### src/logic/hldc_pkg.sv
`default_nettype none
package hldc_pkg;
    localparam int CLOCK_HZ = 40000000;
    localparam int TONE_HZ = 24000;
    localparam int TONE_HALF_CYCLES = CLOCK_HZ / (2 * TONE_HZ);
    localparam int STEP_DOWN_HOLD_MS = 5500;
    localparam int STEP_DOWN_HOLD_CYCLES = STEP_DOWN_HOLD_MS * (CLOCK_HZ / 1000);
    localparam int RES_MEAS_CYCLES = 4000;
    localparam int CAP_MEAS_CYCLES = 4000;
    localparam int VOL_W = 8;
    localparam int ADDR_W = 12;

    localparam logic [11:0] CTRL_OFFSET = 12'h000;
    localparam logic [11:0] VOLUME_OFFSET = 12'h004;
    localparam logic [11:0] STATUS_OFFSET = 12'h008;
    localparam logic [11:0] LEVEL_OFFSET = 12'h00c;

    localparam int STATUS_DONE_BIT = 3;
    localparam logic [15:0] CTRL_RESET = 16'h0010;
    localparam logic [23:0] VOLUME_RESET = 24'h000000;

    localparam logic [2:0] SLOW_START_ON = 3'h7;
    localparam logic [2:0] RAIL_FIXED_25 = 3'h1;
    localparam logic [2:0] RAIL_FIXED_FULL = 3'h2;
    localparam logic [2:0] RAIL_FIXED_HALF = 3'h3;
    localparam logic [2:0] RAIL_FIXED_THIRD = 3'h4;
    localparam logic [2:0] RAIL_ADAPTIVE = 3'h7;

    localparam logic [1:0] MODE_2V5 = 2'h0;
    localparam logic [1:0] MODE_FULL = 2'h1;
    localparam logic [1:0] MODE_HALF = 2'h2;
    localparam logic [1:0] MODE_THIRD = 2'h3;

    localparam logic [1:0] RES_15 = 2'h0;
    localparam logic [1:0] RES_30 = 2'h1;
    localparam logic [1:0] RES_3K = 2'h2;

    typedef enum logic [1:0] {
        DET_IDLE = 2'b00,
        DET_RES = 2'b01,
        DET_CAP = 2'b11,
        DET_DONE = 2'b10
    } hldc_det_type;

    typedef struct packed {
        logic [3:0] digitalRampRate;
        logic [3:0] analogRampRate;
        logic contactFour;
        logic [2:0] railPowerSelect;
        logic [2:0] slowStart;
        logic loadDetectEnable;
    } hldc_ctrl_type;

    typedef struct packed {
        logic busy;
        logic done;
        logic capHigh;
        logic [1:0] resStatus;
    } hldc_status_type;

    // step delay in sample periods, spanning 1 to 72
    function automatic logic [6:0] hldc_ramp_delay(input logic [3:0] code);
        logic [6:0] d;
        d = 7'h01;
        case (code)
            4'h0: d = 7'h01;
            4'h1: d = 7'h02;
            4'h2: d = 7'h03;
            4'h3: d = 7'h04;
            4'h4: d = 7'h06;
            4'h5: d = 7'h08;
            4'h6: d = 7'h0c;
            4'h7: d = 7'h10;
            4'h8: d = 7'h18;
            4'h9: d = 7'h20;
            4'ha: d = 7'h28;
            4'hb: d = 7'h30;
            4'hc: d = 7'h38;
            4'hd: d = 7'h40;
            default: d = 7'h48;
        endcase
        return d;
    endfunction
endpackage
`default_nettype wire

### src/logic/hldc_ctrl.sv
// Implementation choices: the register addresses and register access over APB.
`timescale 1ns/1ps
`default_nettype none
module hldc_ctrl #(
    parameter int STEP_DOWN_CYCLES = hldc_pkg::STEP_DOWN_HOLD_CYCLES
) (
    input wire logic clock,
    input wire logic rst,
    input wire logic clockEnable,
    input wire logic psel,
    input wire logic penable,
    input wire logic pwrite,
    input wire logic [11:0] paddr,
    input wire logic [31:0] pwdata,
    output logic [31:0] prdata,
    output logic pready,
    output logic pslverr,
    input wire logic plugDetectPin,
    input wire logic resAbove300Pin,
    input wire logic resAbove22Pin,
    input wire logic capHighPin,
    input wire logic clipPresentPin,
    input wire logic clipLowerPin,
    input wire logic fsClockPin,
    input wire logic pumpClockPin,
    output logic toneOutA,
    output logic toneEnable,
    output logic senseContactFour,
    output logic capMeasureActive,
    output logic [1:0] railMode,
    output logic [7:0] mixerVolume,
    output logic [7:0] dacVolume,
    output logic [7:0] hpVolume
);
    localparam int NPIN = 8;

    hldc_pkg::hldc_ctrl_type ctrl;
    logic [23:0] volumeTarget;
    hldc_pkg::hldc_status_type status;
    hldc_pkg::hldc_det_type detState;
    hldc_pkg::hldc_det_type next_detState;

    // two-flop synchronisers; the first stage feeds only the second
    logic [NPIN-1:0] pinMeta;
    logic [NPIN-1:0] pinSync;
    logic [NPIN-1:0] pinPrev;
    wire [NPIN-1:0] pinRaw = {pumpClockPin, fsClockPin, clipLowerPin, clipPresentPin,
                              capHighPin, resAbove22Pin, resAbove300Pin, plugDetectPin};

    always_ff @(posedge clock) begin
        if (rst) begin
            pinMeta <= '0;
            pinSync <= '0;
            pinPrev <= '0;
        end else if (clockEnable) begin
            pinMeta <= pinRaw;
            pinSync <= pinMeta;
            pinPrev <= pinSync;
        end
    end

    wire plugRise = pinSync[0] && !pinPrev[0];
    wire resAbove300 = pinSync[1];
    wire resAbove22 = pinSync[2];
    wire capHigh = pinSync[3];
    wire clipPresent = pinSync[4];
    wire clipLower = pinSync[5];
    wire fsTick = pinSync[6] && !pinPrev[6];
    wire pumpTick = pinSync[7] && !pinPrev[7];

    // APB: setup edge latches answer, access phase completes with pready high
    wire setupPhase = psel && !penable && !pready;
    wire accessDone = psel && penable && pready;
    wire hitCtrl = (paddr == hldc_pkg::CTRL_OFFSET);
    wire hitVolume = (paddr == hldc_pkg::VOLUME_OFFSET);
    wire hitStatus = (paddr == hldc_pkg::STATUS_OFFSET);
    wire hitLevel = (paddr == hldc_pkg::LEVEL_OFFSET);
    wire hitAny = hitCtrl || hitVolume || hitStatus || hitLevel;
    wire writeCtrl = accessDone && pwrite && hitCtrl;
    wire writeVolume = accessDone && pwrite && hitVolume;
    wire writeStatus = accessDone && pwrite && hitStatus;
    wire clearDone = writeStatus && pwdata[hldc_pkg::STATUS_DONE_BIT];

    wire [31:0] readMux;
    assign readMux = hitCtrl ? {16'h0000, ctrl} :
                     hitVolume ? {8'h00, volumeTarget} :
                     hitStatus ? {25'h0000000, railMode, status} :
                     hitLevel ? {8'h00, hpVolume, dacVolume, mixerVolume} :
                     32'h00000000;

    always_ff @(posedge clock) begin
        if (rst) begin
            pready <= 1'b0;
            pslverr <= 1'b0;
            prdata <= 32'h00000000;
        end else if (clockEnable) begin
            if (setupPhase) begin
                pready <= 1'b1;
                pslverr <= !hitAny;
                prdata <= pwrite ? 32'h00000000 : readMux;
            end else if (accessDone) begin
                pready <= 1'b0;
                pslverr <= 1'b0;
                prdata <= 32'h00000000;
            end
        end
    end

    always_ff @(posedge clock) begin
        if (rst) begin
            ctrl <= hldc_pkg::CTRL_RESET;
            volumeTarget <= hldc_pkg::VOLUME_RESET;
        end else if (clockEnable) begin
            if (writeCtrl) begin
                ctrl <= pwdata[15:0];
            end
            if (writeVolume) begin
                volumeTarget <= pwdata[23:0];
            end
        end
    end

    // load detection sequence
    logic [11:0] measCount;
    wire resEnd = (measCount == 12'(hldc_pkg::RES_MEAS_CYCLES - 1));
    wire capEnd = (measCount == 12'(hldc_pkg::CAP_MEAS_CYCLES - 1));
    wire [1:0] resClass = resAbove300 ? hldc_pkg::RES_3K :
                          resAbove22 ? hldc_pkg::RES_30 :
                          hldc_pkg::RES_15;
    wire startDetect = plugRise && ctrl.loadDetectEnable;

    always_comb begin
        next_detState = detState;
        case (detState)
            hldc_pkg::DET_IDLE: begin
                if (startDetect) begin
                    next_detState = hldc_pkg::DET_RES;
                end
            end
            hldc_pkg::DET_RES: begin
                if (resEnd) begin
                    // low resistance loads are taken as low capacitance
                    next_detState = (resClass == hldc_pkg::RES_3K) ?
                                    hldc_pkg::DET_CAP : hldc_pkg::DET_DONE;
                end
            end
            hldc_pkg::DET_CAP: begin
                if (capEnd) begin
                    next_detState = hldc_pkg::DET_DONE;
                end
            end
            hldc_pkg::DET_DONE: begin
                next_detState = hldc_pkg::DET_IDLE;
            end
            default: begin
                next_detState = hldc_pkg::DET_IDLE;
            end
        endcase
    end

    always_ff @(posedge clock) begin
        if (rst) begin
            detState <= hldc_pkg::DET_IDLE;
            measCount <= 12'h000;
        end else if (clockEnable) begin
            detState <= next_detState;
            if (next_detState != detState) begin
                measCount <= 12'h000;
            end else if (detState == hldc_pkg::DET_RES || detState == hldc_pkg::DET_CAP) begin
                measCount <= measCount + 12'h001;
            end
        end
    end

    always_ff @(posedge clock) begin
        if (rst) begin
            status <= '0;
        end else if (clockEnable) begin
            status.busy <= (next_detState != hldc_pkg::DET_IDLE);
            if (startDetect && detState == hldc_pkg::DET_IDLE) begin
                status.resStatus <= hldc_pkg::RES_15;
                status.capHigh <= 1'b0;
            end
            if (detState == hldc_pkg::DET_RES && resEnd) begin
                status.resStatus <= resClass;
                status.capHigh <= 1'b0;
            end
            if (detState == hldc_pkg::DET_CAP && capEnd) begin
                status.capHigh <= capHigh;
            end
            // a completion in the clearing cycle keeps the flag set
            if (detState == hldc_pkg::DET_DONE) begin
                status.done <= 1'b1;
            end else if (clearDone || (startDetect && detState == hldc_pkg::DET_IDLE)) begin
                status.done <= 1'b0;
            end
        end
    end

    // measurement tone and contact sense
    logic [9:0] toneCount;
    wire measuring = (detState == hldc_pkg::DET_RES) || (detState == hldc_pkg::DET_CAP);
    wire toneFlip = (toneCount == 10'(hldc_pkg::TONE_HALF_CYCLES - 1));

    always_ff @(posedge clock) begin
        if (rst) begin
            toneCount <= 10'h000;
            toneOutA <= 1'b0;
            toneEnable <= 1'b0;
            senseContactFour <= 1'b0;
            capMeasureActive <= 1'b0;
        end else if (clockEnable) begin
            toneEnable <= measuring;
            senseContactFour <= ctrl.contactFour;
            capMeasureActive <= (detState == hldc_pkg::DET_CAP);
            if (!measuring) begin
                toneCount <= 10'h000;
                toneOutA <= 1'b0;
            end else if (toneFlip) begin
                toneCount <= 10'h000;
                toneOutA <= !toneOutA;
            end else begin
                toneCount <= toneCount + 10'h001;
            end
        end
    end

    // soft ramping of volumes
    wire rampOn = (ctrl.slowStart == hldc_pkg::SLOW_START_ON);
    wire [6:0] digitalDelay = hldc_pkg::hldc_ramp_delay(ctrl.digitalRampRate);
    wire [6:0] analogDelay = hldc_pkg::hldc_ramp_delay(ctrl.analogRampRate);

    hldc_soft_ramp mixerRamp (
        .clock(clock),
        .rst(rst),
        .clockEnable(clockEnable),
        .rampOn(rampOn),
        .fsTick(fsTick),
        .stepDelay(digitalDelay),
        .target(volumeTarget[7:0]),
        .level(mixerVolume)
    );

    hldc_soft_ramp dacRamp (
        .clock(clock),
        .rst(rst),
        .clockEnable(clockEnable),
        .rampOn(rampOn),
        .fsTick(fsTick),
        .stepDelay(digitalDelay),
        .target(volumeTarget[15:8]),
        .level(dacVolume)
    );

    // headphone gain is analog, so it follows the analog rate
    hldc_soft_ramp hpRamp (
        .clock(clock),
        .rst(rst),
        .clockEnable(clockEnable),
        .rampOn(rampOn),
        .fsTick(fsTick),
        .stepDelay(analogDelay),
        .target(volumeTarget[23:16]),
        .level(hpVolume)
    );

    // class H rail selection
    logic [27:0] holdCount;
    logic upPending;
    logic [1:0] fixedMode;
    wire adaptive = (ctrl.railPowerSelect == hldc_pkg::RAIL_ADAPTIVE);
    wire holdExpired = (holdCount == 28'(STEP_DOWN_CYCLES - 1));
    wire canStepUp = (railMode != hldc_pkg::MODE_2V5);
    wire canStepDown = (railMode != hldc_pkg::MODE_THIRD);

    always_comb begin
        case (ctrl.railPowerSelect)
            hldc_pkg::RAIL_FIXED_25: fixedMode = hldc_pkg::MODE_2V5;
            hldc_pkg::RAIL_FIXED_FULL: fixedMode = hldc_pkg::MODE_FULL;
            hldc_pkg::RAIL_FIXED_HALF: fixedMode = hldc_pkg::MODE_HALF;
            hldc_pkg::RAIL_FIXED_THIRD: fixedMode = hldc_pkg::MODE_THIRD;
            default: fixedMode = hldc_pkg::MODE_2V5;
        endcase
    end

    always_ff @(posedge clock) begin
        if (rst) begin
            railMode <= hldc_pkg::MODE_2V5;
            holdCount <= 28'h0000000;
            upPending <= 1'b0;
        end else if (clockEnable) begin
            if (!adaptive) begin
                railMode <= fixedMode;
                holdCount <= 28'h0000000;
                upPending <= 1'b0;
            end else if (clipPresent && canStepUp) begin
                // higher rails are waited for only until the pump switches
                holdCount <= 28'h0000000;
                if (pumpTick || upPending) begin
                    if (pumpTick) begin
                        railMode <= railMode - 2'h1;
                        upPending <= 1'b0;
                    end
                end else begin
                    upPending <= 1'b1;
                end
            end else if (clipPresent || clipLower || !canStepDown) begin
                holdCount <= 28'h0000000;
                upPending <= 1'b0;
            end else if (holdExpired) begin
                railMode <= railMode + 2'h1;
                holdCount <= 28'h0000000;
                upPending <= 1'b0;
            end else begin
                holdCount <= holdCount + 28'h0000001;
                upPending <= 1'b0;
            end
        end
    end
endmodule
`default_nettype wire

### src/logic/hldc_soft_ramp.sv
`timescale 1ns/1ps
`default_nettype none
module hldc_soft_ramp (
    input wire logic clock,
    input wire logic rst,
    input wire logic clockEnable,
    input wire logic rampOn,
    input wire logic fsTick,
    input wire logic [6:0] stepDelay,
    input wire logic [7:0] target,
    output logic [7:0] level
);
    logic [6:0] waitCount;
    wire atTarget = (level == target);
    wire stepDue = fsTick && (waitCount + 7'h01 >= stepDelay);
    wire [7:0] stepped = (level < target) ? level + 8'h01 : level - 8'h01;

    always_ff @(posedge clock) begin
        if (rst) begin
            level <= 8'h00;
            waitCount <= 7'h00;
        end else if (clockEnable) begin
            if (!rampOn) begin
                level <= target;
                waitCount <= 7'h00;
            end else if (atTarget) begin
                waitCount <= 7'h00;
            end else if (stepDue) begin
                level <= stepped;
                waitCount <= 7'h00;
            end else if (fsTick) begin
                waitCount <= waitCount + 7'h01;
            end
        end
    end
endmodule
`default_nettype wire

### config.mk
export PLATFORM = sky130hd
export DESIGN_NAME = hldc_ctrl
export DESIGN_NICKNAME = d
export VERILOG_FILES = /design/src/logic/hldc_pkg.sv /design/src/logic/hldc_ctrl.sv /design/src/logic/hldc_soft_ramp.sv
export SDC_FILE = /design/constraint.sdc
export NUM_CORES = 1
export LEC_CHECK = 0
export ABC_AREA = 1
export CORE_MARGIN = 5
export CORE_UTILIZATION = 55
export DETAILED_ROUTE_END_ITERATION = 6
export DONT_BUFFER_PORTS = 1
export GPL_ROUTABILITY_DRIVEN = 0
export PLACE_DENSITY_LB_ADDON = 0.1
export SLEW_MARGIN = 20
export SYNTH_ARGS = -nofsm -noshare
export SYNTH_HDL_FRONTEND = slang
export SYNTH_HIERARCHICAL = 1
export SYNTH_SLANG_ARGS = --single-unit
### constraint.sdc
create_clock -name clock -period 2.7 [get_ports clock]
set_input_delay 0.27 -clock clock [delete_from_list [all_inputs] [get_ports clock]]
set_output_delay 0.27 -clock clock [all_outputs]
set_load 0.01 [all_outputs]
==> impl_metrics.py <==
metrics = {
    "clocking": {
        "cts_tree": "done",
        "cts-buffers-inserted": 24,
        "clkLatencyLatePin_ns": 0.53,
        "clk_pin_slew_ns": 0.06,
        "htree_levels": 1,
        "cts_buffer_depth": 3,
        "clock_tree.root_cell": "clkbuf_16",
        "cts_num_sinks": 207,
    },
    "power_and_ir_drop": {
        "p_comb_share_pct": 8.1,
        "power.density_mw_per_mm2": 483,
        "clkPwrFrac_pct": 48.8,
        "ir_drop_mv": 0.520,
        "p_int_w": 0.00549,
        "p_leak_nw": 6.33,
        "switchingPower_w": 0.00172,
        "swShare_pct": 23.8,
        "sequentialPowerShare_pct": 43.1,
    },
    "sta": {
        "period_share_pct": 95.5,
        "tightestPinTransition_ns": 0.772,
        "min_period_ns": 2.58,
        "holdWs_ns": 0.0132,
        "drv_slew": 0,
        "final-setup-viol-count": 0,
        "fin_skew_ns": 0.00920,
        "max_freq_mhz": 388,
        "max-slew-margin-rel_pct": 48.4,
        "hold_violations": 0,
    },
    "detailed_routing": {
        "avgRoutedWirePerCell_um": 15.2,
        "ant_nets": 0,
        "first_pass_iters": 7,
        "drc_errors": 0,
        "vias_per_cell": 5.37,
        "postRouteWirelength_um": 33800,
        "drt-initial-drc-count": 691,
        "vias": 11900,
    },
    "synth": {
        "dominantRegCellSynth": "dfxtp_1",
        "yosysMostFrequentCell": "nand2_1",
        "yosysTopAreaCell": "dfxtp_1",
        "synth_cell_types": 54,
        "netlist_top_cells_count": "nand2_1 (402), inv_1 (211), dfxtp_1 (207), nor2_1 (184), nand3_1 (169)",
        "seq_area_frac_synth_pct": 32.7,
        "netlist_area_mm2": 0.0127,
        "ys_warn_count": 6,
        "synthCells": 1822,
        "yosysTopAreaCellShare_pct": 32.7,
        "synth_edf_count": 0,
        "ys_ff_latch": 207,
        "async_flop_share_pct": 0,
        "syn_area_per_cell_um2": 6.96,
        "netlist_top_cells_area": "dfxtp_1 (33%), nand2_1 (12%), ha_1 (8.0%), nand3_1 (6.7%), inv_1 (6.2%)",
    },
    "hold_path": {
        "hold_class": "primary input to register",
        "hold_path.startpoint": "rst",
        "min_delay_worst_endpoint": "dacRamp/level[5]$_SDFFE_PP0P_",
        "holdPathStages": 3,
    },
    "job": {
        "max_cap_violations": 0,
    },
    "finish": {
        "drive_above_1_share_pct": 12.9,
        "nNetsFinal": 2064,
        "syn2layout_area_growth_pct": 17.5,
        "post-route-util_pct": 65.7,
    },
    "floorplanning": {
        "die_h_um": 162,
        "die_w_um": 162,
        "initial_utilization_pct": 55.9,
        "fp.dieArea_mm2": 0.0262,
        "rows": 55,
        "core_mm2": 0.0227,
        "io_pins": 122,
    },
    "critical_path": {
        "arrival_ns": 3.00,
        "reg2regPathDepth": 14,
        "timing.rr.end": "dacRamp/level[6]$_SDFFE_PP0P_",
        "timing.rr.start": "volumeTarget[15]$_SDFFE_PP0P_",
        "cp.required_ns": 3.12,
        "cp_max_fo": 7,
        "worstSetupPathType": "register to register",
        "r2r_setup_slack_ns": 0.12,
        "end_kind": "register",
        "cp-start-kind": "register",
    },
    "placed_design": {
        "dp_hpwl_um": 23500,
        "port_buffers": 0,
    },
    "global_routing": {
        "antenna_found_initial": 1,
        "grt_pass1_vias": 11100,
        "grt-ovfl-total": 0,
        "grt_max_degree": 83,
        "grt_pass1_wl_um": 54800,
        "grt_usage_pct": 25.0,
    },
    "status": {
        "status": "completed",
    },
}
## routing by layer
metal / GRT usage (%) / share of wire [%] / routed length (um) / vias to the layer above
li1: - / - / - / 6121
met1: 33.1 / 45 / 15200 / 5447
met2: 40.8 / 45 / 15300 / 297
met3: 5.02 / 5.9 / 2010 / 75
met4: 8.88 / 3.8 / 1290 / 0
met5: 0 / 0 / 0 / -
## power groups by stage
stage          Combinational, W  Clock, W  Sequential (W)
2_1_floorplan          0.000390         0         0.00318
3_3_place_gp           0.000453         0         0.00318
3_5_place_dp           0.000460         0         0.00318
6_report               0.000582   0.00351         0.00311
4_1_cts                0.000525   0.00357         0.00311
5_1_grt                0.000644   0.00371         0.00311
## cell families after synthesis
group	count (synthesis)	share of synthesized area (%)
simple gates	909	33.5
compound gates	299	13.3
buf+inv	284	9.48
flops	207	32.7
fa+ha+maj	84	8.46
xor+xnor	37	2.55
other cells	1	0.0296
mux	1	0.0789
## registers in the layout (all words and copies together) (netlist names), 3 cells and up
register             flops
toneCount               10
ctrl                    16
volumeTarget            24
pinPrev                  3
status                   5
pinSync                  8
measCount               12
holdCount               28
mixerRamp/waitCount      7
digitalDelay             7
analogDelay              7
prdata                  24
mixerRamp/level          8
hpRamp/level             8
dacRamp/waitCount        7
hpRamp/waitCount         7
dacRamp/level            8
pinMeta                  8
## final cells by class
| cell class | instances | area [um^2] |
|---|---|---|
| Clock buffer | 31 | 687 |
| Multi-Input combinational cell | 1338 | 7520 |
| Clock inverter | 12 | 178 |
| Antenna cell | 1 | 2.50 |
| Fill cell | 2035 | 7800 |
| Tap cell | 285 | 357 |
| Sequential cell | 207 | 4160 |
| Timing Repair Buffer | 129 | 1180 |
| Inverter | 222 | 833 |
## worst max path at each step
stage                             startpoint                             to  slack [ns]  depth (start not counted)
2_1_floorplan   hpRamp/level[7]$_SDFFE_PP0P_   hpRamp/level[4]$_SDFFE_PP0P_        0.15                         12
3_3_place_gp   volumeTarget[15]$_SDFFE_PP0P_  dacRamp/level[6]$_SDFFE_PP0P_        0.06                         14
3_5_place_dp   volumeTarget[15]$_SDFFE_PP0P_  dacRamp/level[4]$_SDFFE_PP0P_       0.006                         13
4_1_cts        volumeTarget[15]$_SDFFE_PP0P_  dacRamp/level[6]$_SDFFE_PP0P_       0.004                         14
5_1_grt        volumeTarget[15]$_SDFFE_PP0P_  dacRamp/level[6]$_SDFFE_PP0P_       -0.04                         14
6_report       volumeTarget[15]$_SDFFE_PP0P_  dacRamp/level[6]$_SDFFE_PP0P_        0.12                         14
## worst max-delay path: stages (launching register included)
cell and delay, ns:
dfxtp_1 0.35, inv_1 0.08, ha_1 0.32, a21o_2 0.24, nor2_4 0.16, nand2_4 0.12
ha_1 0.33, nand2_1 0.08, or2_2 0.33, nand3_1 0.08, nand2_1 0.05, nand3_1 0.08
o21ai_0 0.10, nor2_1 0.11, nor2_1 0.05
## per-stage QoR
stage | std cells | area [um^2] | worst slack (ns) | TNS (ns) | total power (W)
after detailed placement | 2100 | 13100 | 0.00551 | 0 | 0.00364
after global routing | 2225 | 14900 | -0.0441 | -0.0802 | 0.00746
after global placement | 2100 | 13100 | 0.0583 | 0 | 0.00363
final | 2225 | 14900 | 0.122 | 0 | 0.00720
after CTS | 2221 | 14700 | 0.00359 | 0 | 0.00721
after floorplan | 1829 | 12700 | 0.148 | 0 | 0.00357
## cell usage in the layout, fill, tap and decap left out, types with 10 or more instances in the layout
| cell | Yosys | final |
|---|---|---|
| a21oi_2 | 19 | 22 |
| dfxtp_1 | 207 | 200 |
| nand4_1 | 25 | 25 |
| clkbuf_16 | 0 | 24 |
| o21bai_1 | 11 | 11 |
| nand3_1 | 169 | 168 |
| nor3_1 | 18 | 18 |
| o21ai_0 | 112 | 111 |
| nor2_1 | 184 | 180 |
| nor2_4 | 12 | 14 |
| xor2_1 | 19 | 19 |
| buf_4 | 12 | 49 |
| ha_1 | 81 | 75 |
| a21oi_1 | 132 | 129 |
| inv_2 | 10 | 10 |
| nand2_2 | 27 | 31 |
| dlygate4sd3_1 | 0 | 77 |
| nor2_2 | 13 | 15 |
| xnor2_1 | 18 | 15 |
| inv_1 | 211 | 211 |
| nand2_1 | 402 | 396 |
| nand3b_1 | 12 | 12 |
## timing repair
action	4_1_cts	5_1_grt
hold endpoints to repair	135	33
setup endpoints to repair	0	37
buffers inserted	0	2
gates resized for setup	0	36
hold buffers	78	1
Power figures use the tool's default switching activity.
